<file path="src/logic/decode_consts.vh">
// Field positions, encodings and timing counts for the instruction decoder
`ifndef DECODE_CONSTS_VH
`define DECODE_CONSTS_VH

`define IW_WIDTH        14
`define BYTE_OP_HI      13
`define BYTE_OP_LO      8
`define DEST_BIT        7
`define FILE_HI         6
`define FILE_LO         0
`define BIT_OP_LO       10
`define BITNUM_HI       9
`define BITNUM_LO       7
`define LIT_HI          7
`define JMP_OP_LO       11
`define JMP_HI          10
`define FILE_ADDR_MIN   7'h00
`define FILE_ADDR_MAX   7'h7f
`define OSC_PER_CYCLE   3'h4
`define PH_LAST         2'h3
`define RESET_WORD      14'h0000
`define NOP_MASK        14'h3f9f
`define NOP_WORD        14'h0000
`define WDT_CLEAR_WORD  14'h0064
`define SLEEP_WORD      14'h0063
`define RETURN_WORD     14'h0008
`define RETFIE_WORD     14'h0009

// Operation classes
`define CL_NOP          4'h0
`define CL_BYTE         4'h1
`define CL_BIT_CLR      4'h2
`define CL_BIT_SET      4'h3
`define CL_BIT_TSTC     4'h4
`define CL_BIT_TSTS     4'h5
`define CL_LIT          4'h6
`define CL_CALL         4'h7
`define CL_JUMP         4'h8
`define CL_RETURN       4'h9
`define CL_RETFIE       4'ha
`define CL_RETLW        4'hb
`define CL_WDT_CLEAR    4'hc
`define CL_SLEEP        4'hd
`define CL_SKIP_BYTE    4'he

`endif

</file>
<file path="src/logic/instruction_word_decoder.v">
// Decoder for 14-bit instruction words of an 8-bit core
// How it works
// - Whole 14-bit word fetched and decoded at once
// - Dest bit 0 selects accumulator, 1 register
// - Byte format: opcode 13:8, d 7, f 6:0
// - Bit format: opcode 13:10, bit 9:7, f
// - Literal format: opcode 13:8, literal 7:0
// - Call and jump: opcode 13:11, target 10:0
// - File address spans 7-bit range 00-7f
// - Instruction cycle equals four oscillator periods with CLK_EN high
// - Taken branch adds a second no-op cycle
// - File operand always read before written back
// - Don't-care bits masked for the no-op only; control words matched exactly
// - No-op pattern changes nothing but counter
// - Watchdog clear and sleep decoded, one cycle
`timescale 1ns/1ps
module instruction_word_decoder
(
   input  wire        REF_CLK,
   input  wire        SYS_RST,
   input  wire        CLK_EN,
   input  wire [13:0] INSTR_WORD,
   input  wire        COND_TRUE,
   output wire        FETCH_STROBE,
   output reg  [3:0]  OP_CLASS,
   output reg  [5:0]  OPCODE,
   output reg         DEST_FILE,
   output reg  [2:0]  BIT_NUM,
   output reg  [6:0]  FILE_ADDR,
   output reg  [7:0]  LITERAL,
   output reg  [10:0] JUMP_TARGET,
   output reg         FILE_READ,
   output reg         FILE_WRITE,
   output reg         ACC_WRITE,
   output reg         PC_LOAD,
   output reg         FLUSH_CYCLE,
   output reg         WATCHDOG_CLEAR_OP,
   output reg         SLEEP_OP,
   output reg         EXEC_STROBE
);
`include "decode_consts.vh"

   // -------------------------------------------------------------
   // Classification
   // -------------------------------------------------------------
   // The no-op mask drops its don't-care bits before comparing; other control words compare whole
   function [3:0] classify;
      input [13:0] w;
      begin
         classify = `CL_NOP;
         case (w[13:12])
            2'b00:
               if (w[11:8] != 4'h0)
               begin
                  if (w[11:8] == 4'hb || w[11:8] == 4'hf)
                     classify = `CL_SKIP_BYTE;
                  else
                     classify = `CL_BYTE;
               end
               else if (w[7])
                  classify = `CL_BYTE; // store accumulator to file
               else if ((w & `NOP_MASK) == `NOP_WORD)
                  classify = `CL_NOP;
               else if (w == `WDT_CLEAR_WORD)
                  classify = `CL_WDT_CLEAR;
               else if (w == `SLEEP_WORD)
                  classify = `CL_SLEEP;
               else if (w == `RETURN_WORD)
                  classify = `CL_RETURN;
               else if (w == `RETFIE_WORD)
                  classify = `CL_RETFIE;
               else
                  classify = `CL_NOP;
            2'b01:
               case (w[11:10])
                  2'b00:   classify = `CL_BIT_CLR;
                  2'b01:   classify = `CL_BIT_SET;
                  2'b10:   classify = `CL_BIT_TSTC;
                  default: classify = `CL_BIT_TSTS;
               endcase
            2'b10:
               classify = w[11] ? `CL_JUMP : `CL_CALL;
            default:
               if (w[11:10] == 2'b01)
                  classify = `CL_RETLW;
               else if (w[11:8] == 4'hb)
                  classify = `CL_NOP;
               else
                  classify = `CL_LIT;
         endcase
      end
   endfunction

   // -------------------------------------------------------------
   // Cycle timing
   // -------------------------------------------------------------
   wire [1:0] phase;
   wire       phase_last;

   cycle_phase u_phase
   (
      .clk       (REF_CLK),
      .rst       (SYS_RST),
      .ce        (CLK_EN),
      .phase_reg (phase),
      .last      (phase_last)
   );

   // One fetch per four oscillator periods with CLK_EN high
   assign FETCH_STROBE = CLK_EN & phase_last;

   reg  [13:0] word_reg;
   reg         flush_reg;
   wire [3:0]  cls = classify(word_reg);
   wire        is_file = (cls == `CL_BYTE) || (cls == `CL_SKIP_BYTE) ||
                         (cls == `CL_BIT_CLR) || (cls == `CL_BIT_SET) ||
                         (cls == `CL_BIT_TSTC) || (cls == `CL_BIT_TSTS);
   wire        is_pc = (cls == `CL_CALL) || (cls == `CL_JUMP) ||
                       (cls == `CL_RETURN) || (cls == `CL_RETFIE) ||
                       (cls == `CL_RETLW);
   wire        is_test = (cls == `CL_SKIP_BYTE) ||
                         (cls == `CL_BIT_TSTC) || (cls == `CL_BIT_TSTS);
   wire        run = ~flush_reg;

   // -------------------------------------------------------------
   // Latch word and flush state
   // -------------------------------------------------------------
   always @(posedge REF_CLK)
   begin
      if (SYS_RST)
      begin
         word_reg  <= `RESET_WORD;
         flush_reg <= 1'b0;
      end
      else if (FETCH_STROBE)
      begin
         word_reg  <= INSTR_WORD;
         // Branch taken: the next fetched word runs as a no-op
         flush_reg <= run & (is_pc | (is_test & COND_TRUE));
      end
   end

   // -------------------------------------------------------------
   // Decoded outputs, registered
   // -------------------------------------------------------------
   always @(posedge REF_CLK)
   begin
      if (SYS_RST)
      begin
         OP_CLASS          <= `CL_NOP;
         OPCODE            <= 6'h00;
         DEST_FILE         <= 1'b0;
         BIT_NUM           <= 3'h0;
         FILE_ADDR         <= `FILE_ADDR_MIN;
         LITERAL           <= 8'h00;
         JUMP_TARGET       <= 11'h000;
         FILE_READ         <= 1'b0;
         FILE_WRITE        <= 1'b0;
         ACC_WRITE         <= 1'b0;
         PC_LOAD           <= 1'b0;
         FLUSH_CYCLE       <= 1'b0;
         WATCHDOG_CLEAR_OP <= 1'b0;
         SLEEP_OP          <= 1'b0;
         EXEC_STROBE       <= 1'b0;
      end
      else if (CLK_EN)
      begin
         EXEC_STROBE <= phase_last;
         if (phase == 2'h0)
         begin
            // Flushed cycle reports a no-op and no side effects
            OP_CLASS    <= run ? cls : `CL_NOP;
            FLUSH_CYCLE <= flush_reg;
            if (cls == `CL_CALL || cls == `CL_JUMP)
               OPCODE <= {3'h0, word_reg[`BYTE_OP_HI:`JMP_OP_LO]};
            else if (cls == `CL_BIT_CLR || cls == `CL_BIT_SET ||
                     cls == `CL_BIT_TSTC || cls == `CL_BIT_TSTS)
               OPCODE <= {2'h0, word_reg[`BYTE_OP_HI:`BIT_OP_LO]};
            else
               OPCODE <= word_reg[`BYTE_OP_HI:`BYTE_OP_LO];
            DEST_FILE   <= word_reg[`DEST_BIT];
            BIT_NUM     <= word_reg[`BITNUM_HI:`BITNUM_LO];
            // Seven bits cover the whole direct space 00-7f
            FILE_ADDR   <= word_reg[`FILE_HI:`FILE_LO];
            LITERAL     <= word_reg[`LIT_HI:0];
            JUMP_TARGET <= word_reg[`JMP_HI:0];
            // Read happens for every file op not flushed, even write-only ones
            FILE_READ   <= run & is_file;
            FILE_WRITE  <= 1'b0;
            ACC_WRITE   <= 1'b0;
            PC_LOAD     <= run & is_pc;
            WATCHDOG_CLEAR_OP <= run & (cls == `CL_WDT_CLEAR);
            SLEEP_OP          <= run & (cls == `CL_SLEEP);
         end
         else if (phase == 2'h2)
         begin
            FILE_READ <= 1'b0;
            // Write back strictly after the read phase
            FILE_WRITE <= run & ((cls == `CL_BYTE && word_reg[`DEST_BIT])
                          || cls == `CL_BIT_CLR || cls == `CL_BIT_SET
                          || (cls == `CL_SKIP_BYTE
                              && word_reg[`DEST_BIT]));
            ACC_WRITE  <= run & (((cls == `CL_BYTE || cls == `CL_SKIP_BYTE)
                          && !word_reg[`DEST_BIT])
                          || cls == `CL_LIT || cls == `CL_RETLW);
         end
      end
   end
endmodule // instruction_word_decoder

</file>
<file path="src/logic/cycle_phase.v">
// Four-period instruction cycle phase counter
`timescale 1ns/1ps
module cycle_phase
(
   input  wire       clk,
   input  wire       rst,
   input  wire       ce,
   output reg  [1:0] phase_reg,
   output wire       last
);
`include "decode_consts.vh"

   assign last = (phase_reg == `PH_LAST);

   always @(posedge clk)
   begin
      if (rst)
         phase_reg <= 2'h0;
      else if (ce)
         phase_reg <= phase_reg + 2'h1;
   end
endmodule // cycle_phase

</file>
<file path="config.mk">
export PLATFORM = sky130hd
export DESIGN_NAME = instruction_word_decoder
export DESIGN_NICKNAME = d
export VERILOG_FILES = /design/src/logic/instruction_word_decoder.v /design/src/logic/cycle_phase.v
export VERILOG_INCLUDE_DIRS = /design/src /design/src/logic
export SDC_FILE = /design/constraint.sdc
export NUM_CORES = 1
export LEC_CHECK = 0
export CORE_AREA = 2 2 72 102
export CTS_CLUSTER_DIAMETER = 40
export DETAILED_ROUTE_END_ITERATION = 8
export DIE_AREA = 0 0 74 104
export DONT_BUFFER_PORTS = 1
export PLACE_DENSITY = 0.61
export SLEW_MARGIN = 15
export SYNTH_ARGS = -nofsm -noshare
export SYNTH_HDL_FRONTEND = slang
export SYNTH_HIERARCHICAL = 1
export SYNTH_SLANG_ARGS = --single-unit
</file>
<file path="constraint.sdc">
create_clock -name REF_CLK -period 2.4 [get_ports REF_CLK]
set_clock_uncertainty 0.2 [all_clocks]
set_input_delay 0.6 -clock REF_CLK [delete_from_list [all_inputs] [get_ports REF_CLK]]
set_output_delay 0.6 -clock REF_CLK [all_outputs]
set_load 0.005 [all_outputs]
</file>
==> summary.txt, run 1 <==
Outcome
  – Outcome: finished, final reports clean

Logic synthesis
  – Synth Flop Type: dfxtp_1
  – Syn_nets: 312
  – Post-synth EDFFs: 0
  – Yosys top cell area share: 0.3985
  – Ranking of synthesized cells by instance count: nand2_1 (65), dfxtp_1 (46), a21oi_1 (38)
  – Post-Syn Area per Cell: 7.887 µm²
  – Main area contributors after synthesis: dfxtp_1 (40%), nand2_1 (11%), a21oi_1 (8.2%)
  – Syn Inst Count: 293
  – Sequential cell area fraction in the yosys report: 0.3985
  – Cell taking the most area after synthesis: dfxtp_1
  – FF+latch count, synth: 46
  – Synth Warn #: 6
  – Distinct cell type count after synthesis: 54
  – Most common cell in the synthesized netlist: nand2_1
  – Ys async rst share: 0
  – Synth Cell Area: 2311 µm²

Critical path
  – CP Class: reg -> reg
  – Crit start category: flop
  – CP Max Fanout: 6
  – Crit. End Element: flop
  – FF-to-FF Start: word_reg[8]
  – CP arrival: 2.41 ns
  – Critical Path Start: word_reg[8]
  – Worst EP required: 2.42 ns

Floorplan
  – Die Area: 7696 µm²
  – Chip width: 74 µm
  – Core outline area: 6802 µm²
  – Num ports: 67
  – Row count: 36
  – Initial Util: 0.3398
  – Die Ht: 104 µm

Route
  – Antenna viol nets, final: 0
  – Vias: 1966
  – Wirelength per Cell: 14.24 µm
  – Via-to-Cell Ratio: 5.133
  – DR iter-0 viols: 81
  – Pre-Repair DR Iteration Count: 4
  – Drt total wl: 5454 µm
  – Residual DRC count: 0

Clocking
  – Hold Buf Count CTS: 0
  – CTS Buf Count: 5
  – Reg clk slew, reported paths: 0.09 ns
  – Clock Path Buffers: 2
  – H-tree depth: 2
  – CTS tree: done
  – # clock sinks: 46
  – Clk Tree Root Cell: clkbuf_8
  – Clk_lat worst skew: 0.30 ns

Cells and area
  – Final core occ: 0.3751
  – Final net count: 306
  – Area Growth Syn to Fin: 10.40%
  – Post-route cell area: 2551 µm²
  – Sequential Area: 925.9 µm²
  – Layout cell share with drive strength beyond 1: 0.1979
  – Antenna Cells: 0
  – Area taken by multi-input logic gates: 1205 µm²
  – Max reg flops: 14
  – Final-layout fill cell count: 709

Global route
  – Global-route wire length before repair: 8928 µm
  – Vias in the first global route: 1879
  – Initial antenna violation count: 0
  – Largest net degree at the start of global routing: 49
  – Global router's overall resource usage: 0.1442
  – Total gr overflow: 0

Placement
  – DP Area: 2354 µm²
  – I/O Buffers: 0
  – Routability cong.: 0.7983
  – Pre-CTS setup slack: 0.05240 ns
  – Post-DP HPWL: 3960 µm

Pwr
  – Sequential share of power: 0.557
  – PwrDens: 553.8 nW/µm²
  – Sw power: 0.0003488 W
  – Logic pwr share: 0.094
  – Sw Share: 0.2469
  – Pleak: 0.8970 nW
  – Clock power share: 0.349
  – Peak supply drop: 191.5 µV
  – Pint: 0.001064 W

Timing
  – Min Clock Period, post-route: 2.386 ns
  – Max-slew violation count: 0
  – Fin. Hold Viols: 0
  – RSZ-0062 raised after global routing: yes
  – Final worst setup slack: 0.01363 ns
  – Setup violators final: 0
  – Slew HR: 0.7053
  – Fmax: 419.0 MHz
  – Tcrit/Tclk final: 0.9943
  – Worst slew pin tran: 0.4403 ns

Worst hold path
  – Worst Hold Class: in -> reg
  – Min-delay src: SYS_RST

Job
  – Max Cap Violations: 0
metrics by stage:
| stage | hold slack [ns] | std cells | power (W) | setup TNS [ns] |
|---|---|---|---|---|
| after floorplan | 0.2480 | 293 | 0.0009034 | 0 |
| after global placement | 0.2601 | 370 | 0.0009204 | 0 |
| after detailed placement | 0.2635 | 370 | 0.0009217 | 0 |
| after CTS | 0.1509 | 378 | 0.001408 | 0 |
| after global routing | 0.1509 | 383 | 0.001465 | -0.3987 |
| final | 0.1566 | 383 | 0.001413 | 0 |
cells by family after synthesis:
family	Yosys count	synth area share
buffers and inverters	40	0.1029
XOR/XNOR	1	0.003791
flip-flops	46	0.3985
adder cells (fa/ha/maj)	1	0.005413
AO/OA/AOI/OAI	72	0.1965
multiplexers	3	0.01354
AND/OR/NAND/NOR	130	0.2794
worst paths after layout:
kind | slack [ns] | cells after the start | end
worst max-delay path | 0.01 | 9 | OPCODE[1]
worst min-delay path | 0.16 | 1 | EXEC_STROBE
worst max register to register | 0.01 | 9 | OPCODE[1]
worst min register to register | 0.27 | 2 | SLEEP_OP
metal layers:
metal / wire [µm] / part of all wire / track usage
met1: 2150 / 0.39 / 0.1588
met2: 2796 / 0.51 / 0.2474
met3: 363 / 0.067 / 0.04264
met4: 144 / 0.026 / 0.06364
met5: 0 / 0 / 0
cells in the final DEF, fill, tap and decap left out, types with 2 or more instances in the layout:
cell type  Yosys  final
nor3_1         5      5
nand3_1        3      3
a211oi_1       2      2
o21ai_0        3      3
a311oi_1       2      2
and3_1         2      2
buf_4         19     24
nand2_1       65     65
and4b_1        2      2
o211ai_1       2      2
nand3b_1       4      4
buf_6          2      2
dfxtp_2        0      4
nor2b_1        4      4
mux2i_1        2      2
dfxtp_1       46     42
o22ai_1        3      2
o21bai_1       2      2
a21oi_1       38     38
nand2b_1       8      7
o31ai_1        2      2
or3_1          5      5
nor3_2         2      2
a22oi_1        4      4
clkbuf_8       0      6
nor2_1        18     17
or2_2          3      3
worst max-delay path, stage by stage, from the launching register on:
cell	delay, ns
dfxtp_2	0.32
or4_4	0.55
nand2b_4	0.16
o32a_4	0.24
buf_6	0.13
o21a_1	0.14
buf_4	0.15
nand2_1	0.06
o2111ai_1	0.14
o31ai_1	0.21
timing repair:
action,CTS,global route
setup endpoints to repair,0,10
buffers inserted,0,5
resized for setup,0,14
final cells by class:
class / count / area share
Inverter: 1 / 0.001471
Clock buffer: 6 / 0.03237
Clock inverter: 2 / 0.004904
Multi-Input combinational cell: 207 / 0.4723
Tap cell: 95 / 0.04659
Timing Repair Buffer: 26 / 0.07945
Sequential cell: 46 / 0.3629
power by group through the flow:
stage | Combinational (W) | Sequential (W) | Clock (W)
after detailed placement | 0.000116 | 0.000805 | 0
after global routing | 0.000147 | 0.000790 | 0.000528
final | 0.000133 | 0.000787 | 0.000493
after CTS | 0.000117 | 0.000787 | 0.000504
after floorplan | 0.000102 | 0.000802 | 0
after global placement | 0.000115 | 0.000805 | 0
Power figures use the tool's default switching activity.
==> inputs of run 2 (changes only) <==
--- a/config.mk
+++ b/config.mk
@@ -11,7 +11,7 @@
 export DETAILED_ROUTE_END_ITERATION = 8
 export DIE_AREA = 0 0 74 104
 export DONT_BUFFER_PORTS = 1
-export PLACE_DENSITY = 0.61
+export PLACE_DENSITY = 0.52
 export SLEW_MARGIN = 15
 export SYNTH_ARGS = -nofsm -noshare
 export SYNTH_HDL_FRONTEND = slang
==> summary.txt, run 2 (same netlist as run 1, synthesis figures left out) <==
Outcome
  – Outcome: finished, final reports clean

Timing
  – Slew HR: 0.6703 (-0.03499)
  – Max-slew violation count: 0 (unchanged)
  – Setup violators final: 0 (unchanged)
  – Fmax: 429.5 MHz (+2.5%)
  – Worst slew pin tran: 0.4820 ns (+0.04173 ns)
  – Min Clock Period, post-route: 2.328 ns (-0.05830 ns)
  – RSZ-0062 raised after global routing: yes
  – Tcrit/Tclk final: 0.9700 (-0.02429)
  – Fin. Hold Viols: 0 (unchanged)

Floorplan
  – Core outline area: 6802 µm² (unchanged)
  – Chip width: 74 µm (unchanged)
  – Die Area: 7696 µm² (unchanged)
  – Die Ht: 104 µm (unchanged)
  – Initial Util: 0.3398 (unchanged)
  – Row count: 36 (unchanged)
  – Num ports: 67 (unchanged)

Global route
  – Total gr overflow: 0 (unchanged)
  – Vias in the first global route: 1903 (+1.3%)
  – Global router's overall resource usage: 0.1570 (+0.01283)
  – Initial antenna violation count: 0 (unchanged)
  – Global-route wire length before repair: 9446 µm (+5.8%)
  – Largest net degree at the start of global routing: 49 (unchanged)

Cells and area
  – Area Growth Syn to Fin: 11.15%
  – Commonest non-fill, non-tap cell in the layout: nand2_1
  – Antenna Cells: 0 (unchanged)
  – Max reg flops: 14 (unchanged)
  – Most frequent cells in the layout: nand2_1 (65), dfxtp_1 (43), a21oi_1 (38)
  – Final core occ: 0.3777 (+0.002575)
  – Final net count: 305 (-0.33%)
  – Layout cell share with drive strength beyond 1: 0.2056 (+0.007658)
  – Final instance count without filler cells: 382 (-0.26%)
  – Post-route cell area: 2569 µm² (+0.69%)

Route
  – DR WL met3: 350 µm (-3.6%)
  – Residual DRC count: 0 (unchanged)
  – Met1 Wirelength: 2346 µm (+9.1%)
  – Wirelength per Cell: 14.95 µm (+5.0%)
  – DR iter-0 viols: 92 (+14%)
  – Antenna viol nets, final: 0 (unchanged)
  – Drt total wl: 5710 µm (+4.7%)
  – Vias: 1937 (-1.5%)
  – Via-to-Cell Ratio: 5.071 (-1.2%)
  – DR WL met2: 2897 µm (+3.6%)
  – Pre-Repair DR Iteration Count: 4 (unchanged)
  – Highest Signal Layer: met4

Critical path
  – Worst-path cell with the longest stage delay: or4_4
  – Crit start category: flop
  – CP most frequent cell: a31oi_1
  – Crit path largest cell delay: 0.56 ns (about the same)
  – Worst EP required: 2.43 ns (about the same)
  – CP Cell Sequence: or4_4 > or3_4 > a21oi_4 > buf_6 > a31oi_1 > nand3b_1 > a31oi_1
  – CP Max Fanout: 11 (+5)
  – Worst Path Buf+Inv: 1 (-1)
  – CP arrival: 2.36 ns (-0.05 ns)
  – CP Class: reg -> reg
  – Crit path max-delay family: simple AND/OR/NAND/NOR gates
  – Crit. End Element: flop

Placement
  – Routability cong.: 0.8256 (+3.4%)
  – Inst Count DP: 370 (unchanged)
  – Post-DP HPWL: 4086 µm (+3.2%)
  – DP Area: 2354 µm² (unchanged)
  – I/O Buffers: 0 (unchanged)

Clocking
  – # clock sinks: 46 (unchanged)
  – CTS tree: done
  – Clock Path Buffers: 2 (unchanged)
  – H-tree depth: 2 (unchanged)
  – Clk_lat worst skew: 0.30 ns (about the same)
  – CTS Buf Count: 5 (unchanged)
  – Reg clk slew, reported paths: 0.08 ns (about the same)
  – Clk Tree Root Cell: clkbuf_8

Job
  – Max Cap Violations: 0 (unchanged)

Pwr
  – PwrDens: 573.1 nW/µm² (+3.5%)
  – Peak supply drop: 205.5 µV (+7.3%)
  – Pleak: 0.8915 nW (-0.61%)

Worst hold path
  – Worst Hold Class: in -> reg
-- run 2: worst paths after layout --
check / startpoint / end / slack, ns / cells past startpoint
max reg2reg: word_reg[9] / FILE_WRITE / 0.07 / 7
min reg2reg: OPCODE[5] / OPCODE[5] / 0.27 / 2
max: word_reg[9] / FILE_WRITE / 0.07 / 7
min: SYS_RST / u_phase/phase_reg[1] / 0.16 / 1
-- run 2: through the flow --
| step | setup TNS (ns) | worst slack (ns) | power, W | hold WS, ns |
|---|---|---|---|---|
| final | 0 | 0.07193 | 0.001472 | 0.1565 |
| after global routing | -0.03407 | -0.01908 | 0.001538 | 0.1388 |
| after CTS | 0 | 0.001890 | 0.001489 | 0.1339 |
| after detailed placement | 0 | 0.01819 | 0.0009290 | 0.2665 |
| after global placement | 0 | 0.02801 | 0.0009271 | 0.2610 |
| after floorplan | 0 | 0.1032 | 0.0009034 | 0.2480 |
-- run 2: layout make-up --
type                            count  area (µm²)
Timing Repair Buffer               25       195.2
Clock buffer                        8       110.1
Multi-Input combinational cell    207        1216
Inverter                            1       3.754
Fill cell                         726        4233
Tap cell                           95       118.9
Sequential cell                    46       924.6
-- run 2: power breakdown --
| group | internal, W | switching, W |
|---|---|---|
| clock network | 0.000291 | 0.000262 |
| logic | 0.0000562 | 0.0000763 |
| registers | 0.000775 | 0.0000120 |
| total | 0.00112 | 0.000350 |
-- run 2: timing repair --
item                                    in CTS  in global routing
resized for setup                            0                 17
hold buffers                                 0                  0
buffers inserted                             0                  4
endpoints found under the setup margin       0                 10
-- run 2: worst register-to-register path, delay by kind of cell, from the launching register on --
| kind | cells | cell delay [ns] |
|---|---|---|
| AO/OA/AOI/OAI | 3 | 0.44 |
| flip-flops | 1 | 0.31 |
| AND/OR/NAND/NOR | 3 | 1.14 |
| buffers and inverters | 1 | 0.15 |
-- run 2: metal layers --
layer  global-route usage  vias to the layer above
met5                    0                        -
met4              0.07013                        0
met3              0.04748                        7
met2               0.2589                       38
met1               0.1819                      907
li1                     -                      985
==> inputs of run 3 (changes only) <==
--- a/config.mk
+++ b/config.mk
@@ -6,12 +6,12 @@
 export SDC_FILE = /design/constraint.sdc
 export NUM_CORES = 1
 export LEC_CHECK = 0
-export CORE_AREA = 2 2 72 102
+export CORE_AREA = 2 2 78 109
 export CTS_CLUSTER_DIAMETER = 40
 export DETAILED_ROUTE_END_ITERATION = 8
-export DIE_AREA = 0 0 74 104
+export DIE_AREA = 0 0 80 111
 export DONT_BUFFER_PORTS = 1
-export PLACE_DENSITY = 0.52
+export PLACE_DENSITY = 0.46
 export SLEW_MARGIN = 15
 export SYNTH_ARGS = -nofsm -noshare
 export SYNTH_HDL_FRONTEND = slang
==> summary.txt, run 3 (same netlist as run 1, synthesis figures left out) <==
Cells and area
  – Area Growth Syn to Fin: 13.54%
  – Commonest non-fill, non-tap cell in the layout: nand2_1
  – Final net count: 305 (unchanged)
  – Max reg flops: 14 (unchanged)
  – Most frequent cells in the layout: nand2_1 (65), dfxtp_1 (44), a21oi_1 (38)
  – Antenna Cells: 0 (unchanged)
  – Final core occ: 0.3279 (-0.04981)
  – Layout cell share with drive strength beyond 1: 0.2021 (-0.003484)
  – Final-layout fill cell count: 891 (+23%)

Outcome
  – Outcome: finished, final reports clean

Critical path
  – Worst EP required: 2.38 ns (-0.05 ns)
  – Crit. End Element: flop
  – Crit start category: flop
  – CP Class: reg -> reg
  – CP Max Fanout: 5 (-6)
  – CP arrival: 2.30 ns (-0.06 ns)

Global route
  – Global router's overall resource usage: 0.1415 (-0.01551)
  – Initial antenna violation count: 0 (unchanged)
  – Global-route wire length before repair: 9811 µm (+3.9%)
  – Total gr overflow: 0 (unchanged)
  – Largest net degree at the start of global routing: 49 (unchanged)
  – Vias in the first global route: 1955 (+2.7%)

Floorplan
  – Num ports: 67 (unchanged)
  – Die Area: 8880 µm² (+15%)
  – Initial Util: 0.2888 (-0.05100)
  – Chip width: 80 µm (+8.1%)
  – Row count: 39 (+8.3%)
  – Die Ht: 111 µm (+6.7%)
  – Core outline area: 8003 µm² (+18%)

Timing
  – Total negative slack: 0 ns (unchanged)
  – Max-slew violation count: 0 (unchanged)
  – Slew HR: 0.7201 (+0.04981)
  – Fmax: 431.1 MHz (+0.37%)
  – Worst slew pin tran: 0.4187 ns (-0.06331 ns)
  – Tcrit/Tclk final: 0.9665 (-0.003574)
  – Fin. Hold Viols: 0 (unchanged)
  – Min Clock Period, post-route: 2.319 ns (-0.008579 ns)
  – RSZ-0062 raised after global routing: no
  – Setup violators final: 0 (unchanged)

Clocking
  – H-tree depth: 2 (unchanged)
  – Clk Tree Root Cell: clkbuf_16
  – Clock Path Buffers: 2 (unchanged)
  – Hold Buf Count CTS: 0 (unchanged)
  – Clk_lat worst skew: 0.29 ns (about the same)
  – CTS tree: done
  – Reg clk slew, reported paths: 0.06 ns (-0.02 ns)
  – # clock sinks: 46 (unchanged)
  – CTS Buf Count: 5 (unchanged)

Pwr
  – PwrDens: 616.1 nW/µm² (+7.5%)
  – Pleak: 0.9114 nW (+2.2%)
  – Peak supply drop: 280.6 µV (+37%)

Worst hold path
  – Worst Hold Class: in -> reg

Placement
  – Routability cong.: 0.8044 (-2.6%)
  – Post-DP HPWL: 4459 µm (+9.1%)
  – I/O Buffers: 0 (unchanged)

Route
  – Residual DRC count: 0 (unchanged)
  – Antenna viol nets, final: 0 (unchanged)
  – Wirelength per Cell: 15.67 µm (+4.8%)
  – Drt total wl: 6094 µm (+6.7%)
  – Via-to-Cell Ratio: 5.028 (-0.84%)
  – Vias: 1956 (+0.98%)
  – Pre-Repair DR Iteration Count: 4 (unchanged)
  – DR iter-0 viols: 110 (+20%)

Job
  – Max Cap Violations: 0 (unchanged)
## run 3: cell count changes in the layout (fill, tap and decap cells not counted), sizes merged
cell | previous run | this run
clkinv | 0 | 1
clkbuf | 8 | 7
## run 3: cell type report
type | count | area [µm²] | share of cell area
Inverter | 1 | 3.754 | 0.001431
Multi-Input combinational cell | 207 | 1229 | 0.4683
Clock inverter | 1 | 5.005 | 0.001907
Timing Repair Buffer | 25 | 192.7 | 0.07344
Tap cell | 102 | 127.6 | 0.04864
Sequential cell | 46 | 923.4 | 0.3519
Clock buffer | 7 | 142.6 | 0.05436
## run 3: final timing paths
kind / to / cells past startpoint / slack, ns / from
worst max-delay path: FILE_WRITE / 7 / 0.08 / word_reg[8]
worst min-delay path: u_phase/phase_reg[1] / 1 / 0.17 / SYS_RST
worst max register to register: FILE_WRITE / 7 / 0.08 / word_reg[8]
worst min register to register: SLEEP_OP / 2 / 0.27 / SLEEP_OP
## run 3: metrics by stage
step | setup slack [ns] | std cells | total power (W) | hold slack [ns] | cell area [µm²]
floorplan | 0.1032 | 293 | 0.0009034 | 0.2480 | 2311
global placement | 0.02885 | 378 | 0.0009262 | 0.2596 | 2370
detailed placement | 0.03775 | 378 | 0.0009274 | 0.2616 | 2370
CTS | 0.007348 | 386 | 0.001633 | 0.1651 | 2517
global route | 0.003614 | 389 | 0.001682 | 0.1577 | 2624
finish | 0.08051 | 389 | 0.001616 | 0.1712 | 2624
## run 3: critical path, cell delays in order (launching register included)
cell      delay, ns
dfxtp_1        0.31
or4_4          0.56
or3_1          0.34
a22oi_2        0.27
nor2_2         0.08
a31oi_1        0.24
nand3b_1       0.15
a31oi_1        0.08
## run 3: where the power goes
group	total, W	internal, W	switching, W	leakage [nW]
clock	0.000697	0.000413	0.000284	0.0739
sequential	0.000789	0.000776	0.0000123	0.372
combinational	0.000131	0.0000536	0.0000771	0.465
total	0.00162	0.00124	0.000374	0.911
## run 3: timing repair
action,CTS,global route
resized for setup,0,19
setup buffers,0,2
setup endpoints to repair,0,10
hold endpoints to repair,0,0
## run 3: metal layers
metal,vias to the layer above,GRT usage,part of all wire
met1,921,0.1611,0.41
met2,45,0.2417,0.52
met4,0,0.08023,0.026
met5,-,0,0
met3,11,0.02606,0.046
li1,979,-,-
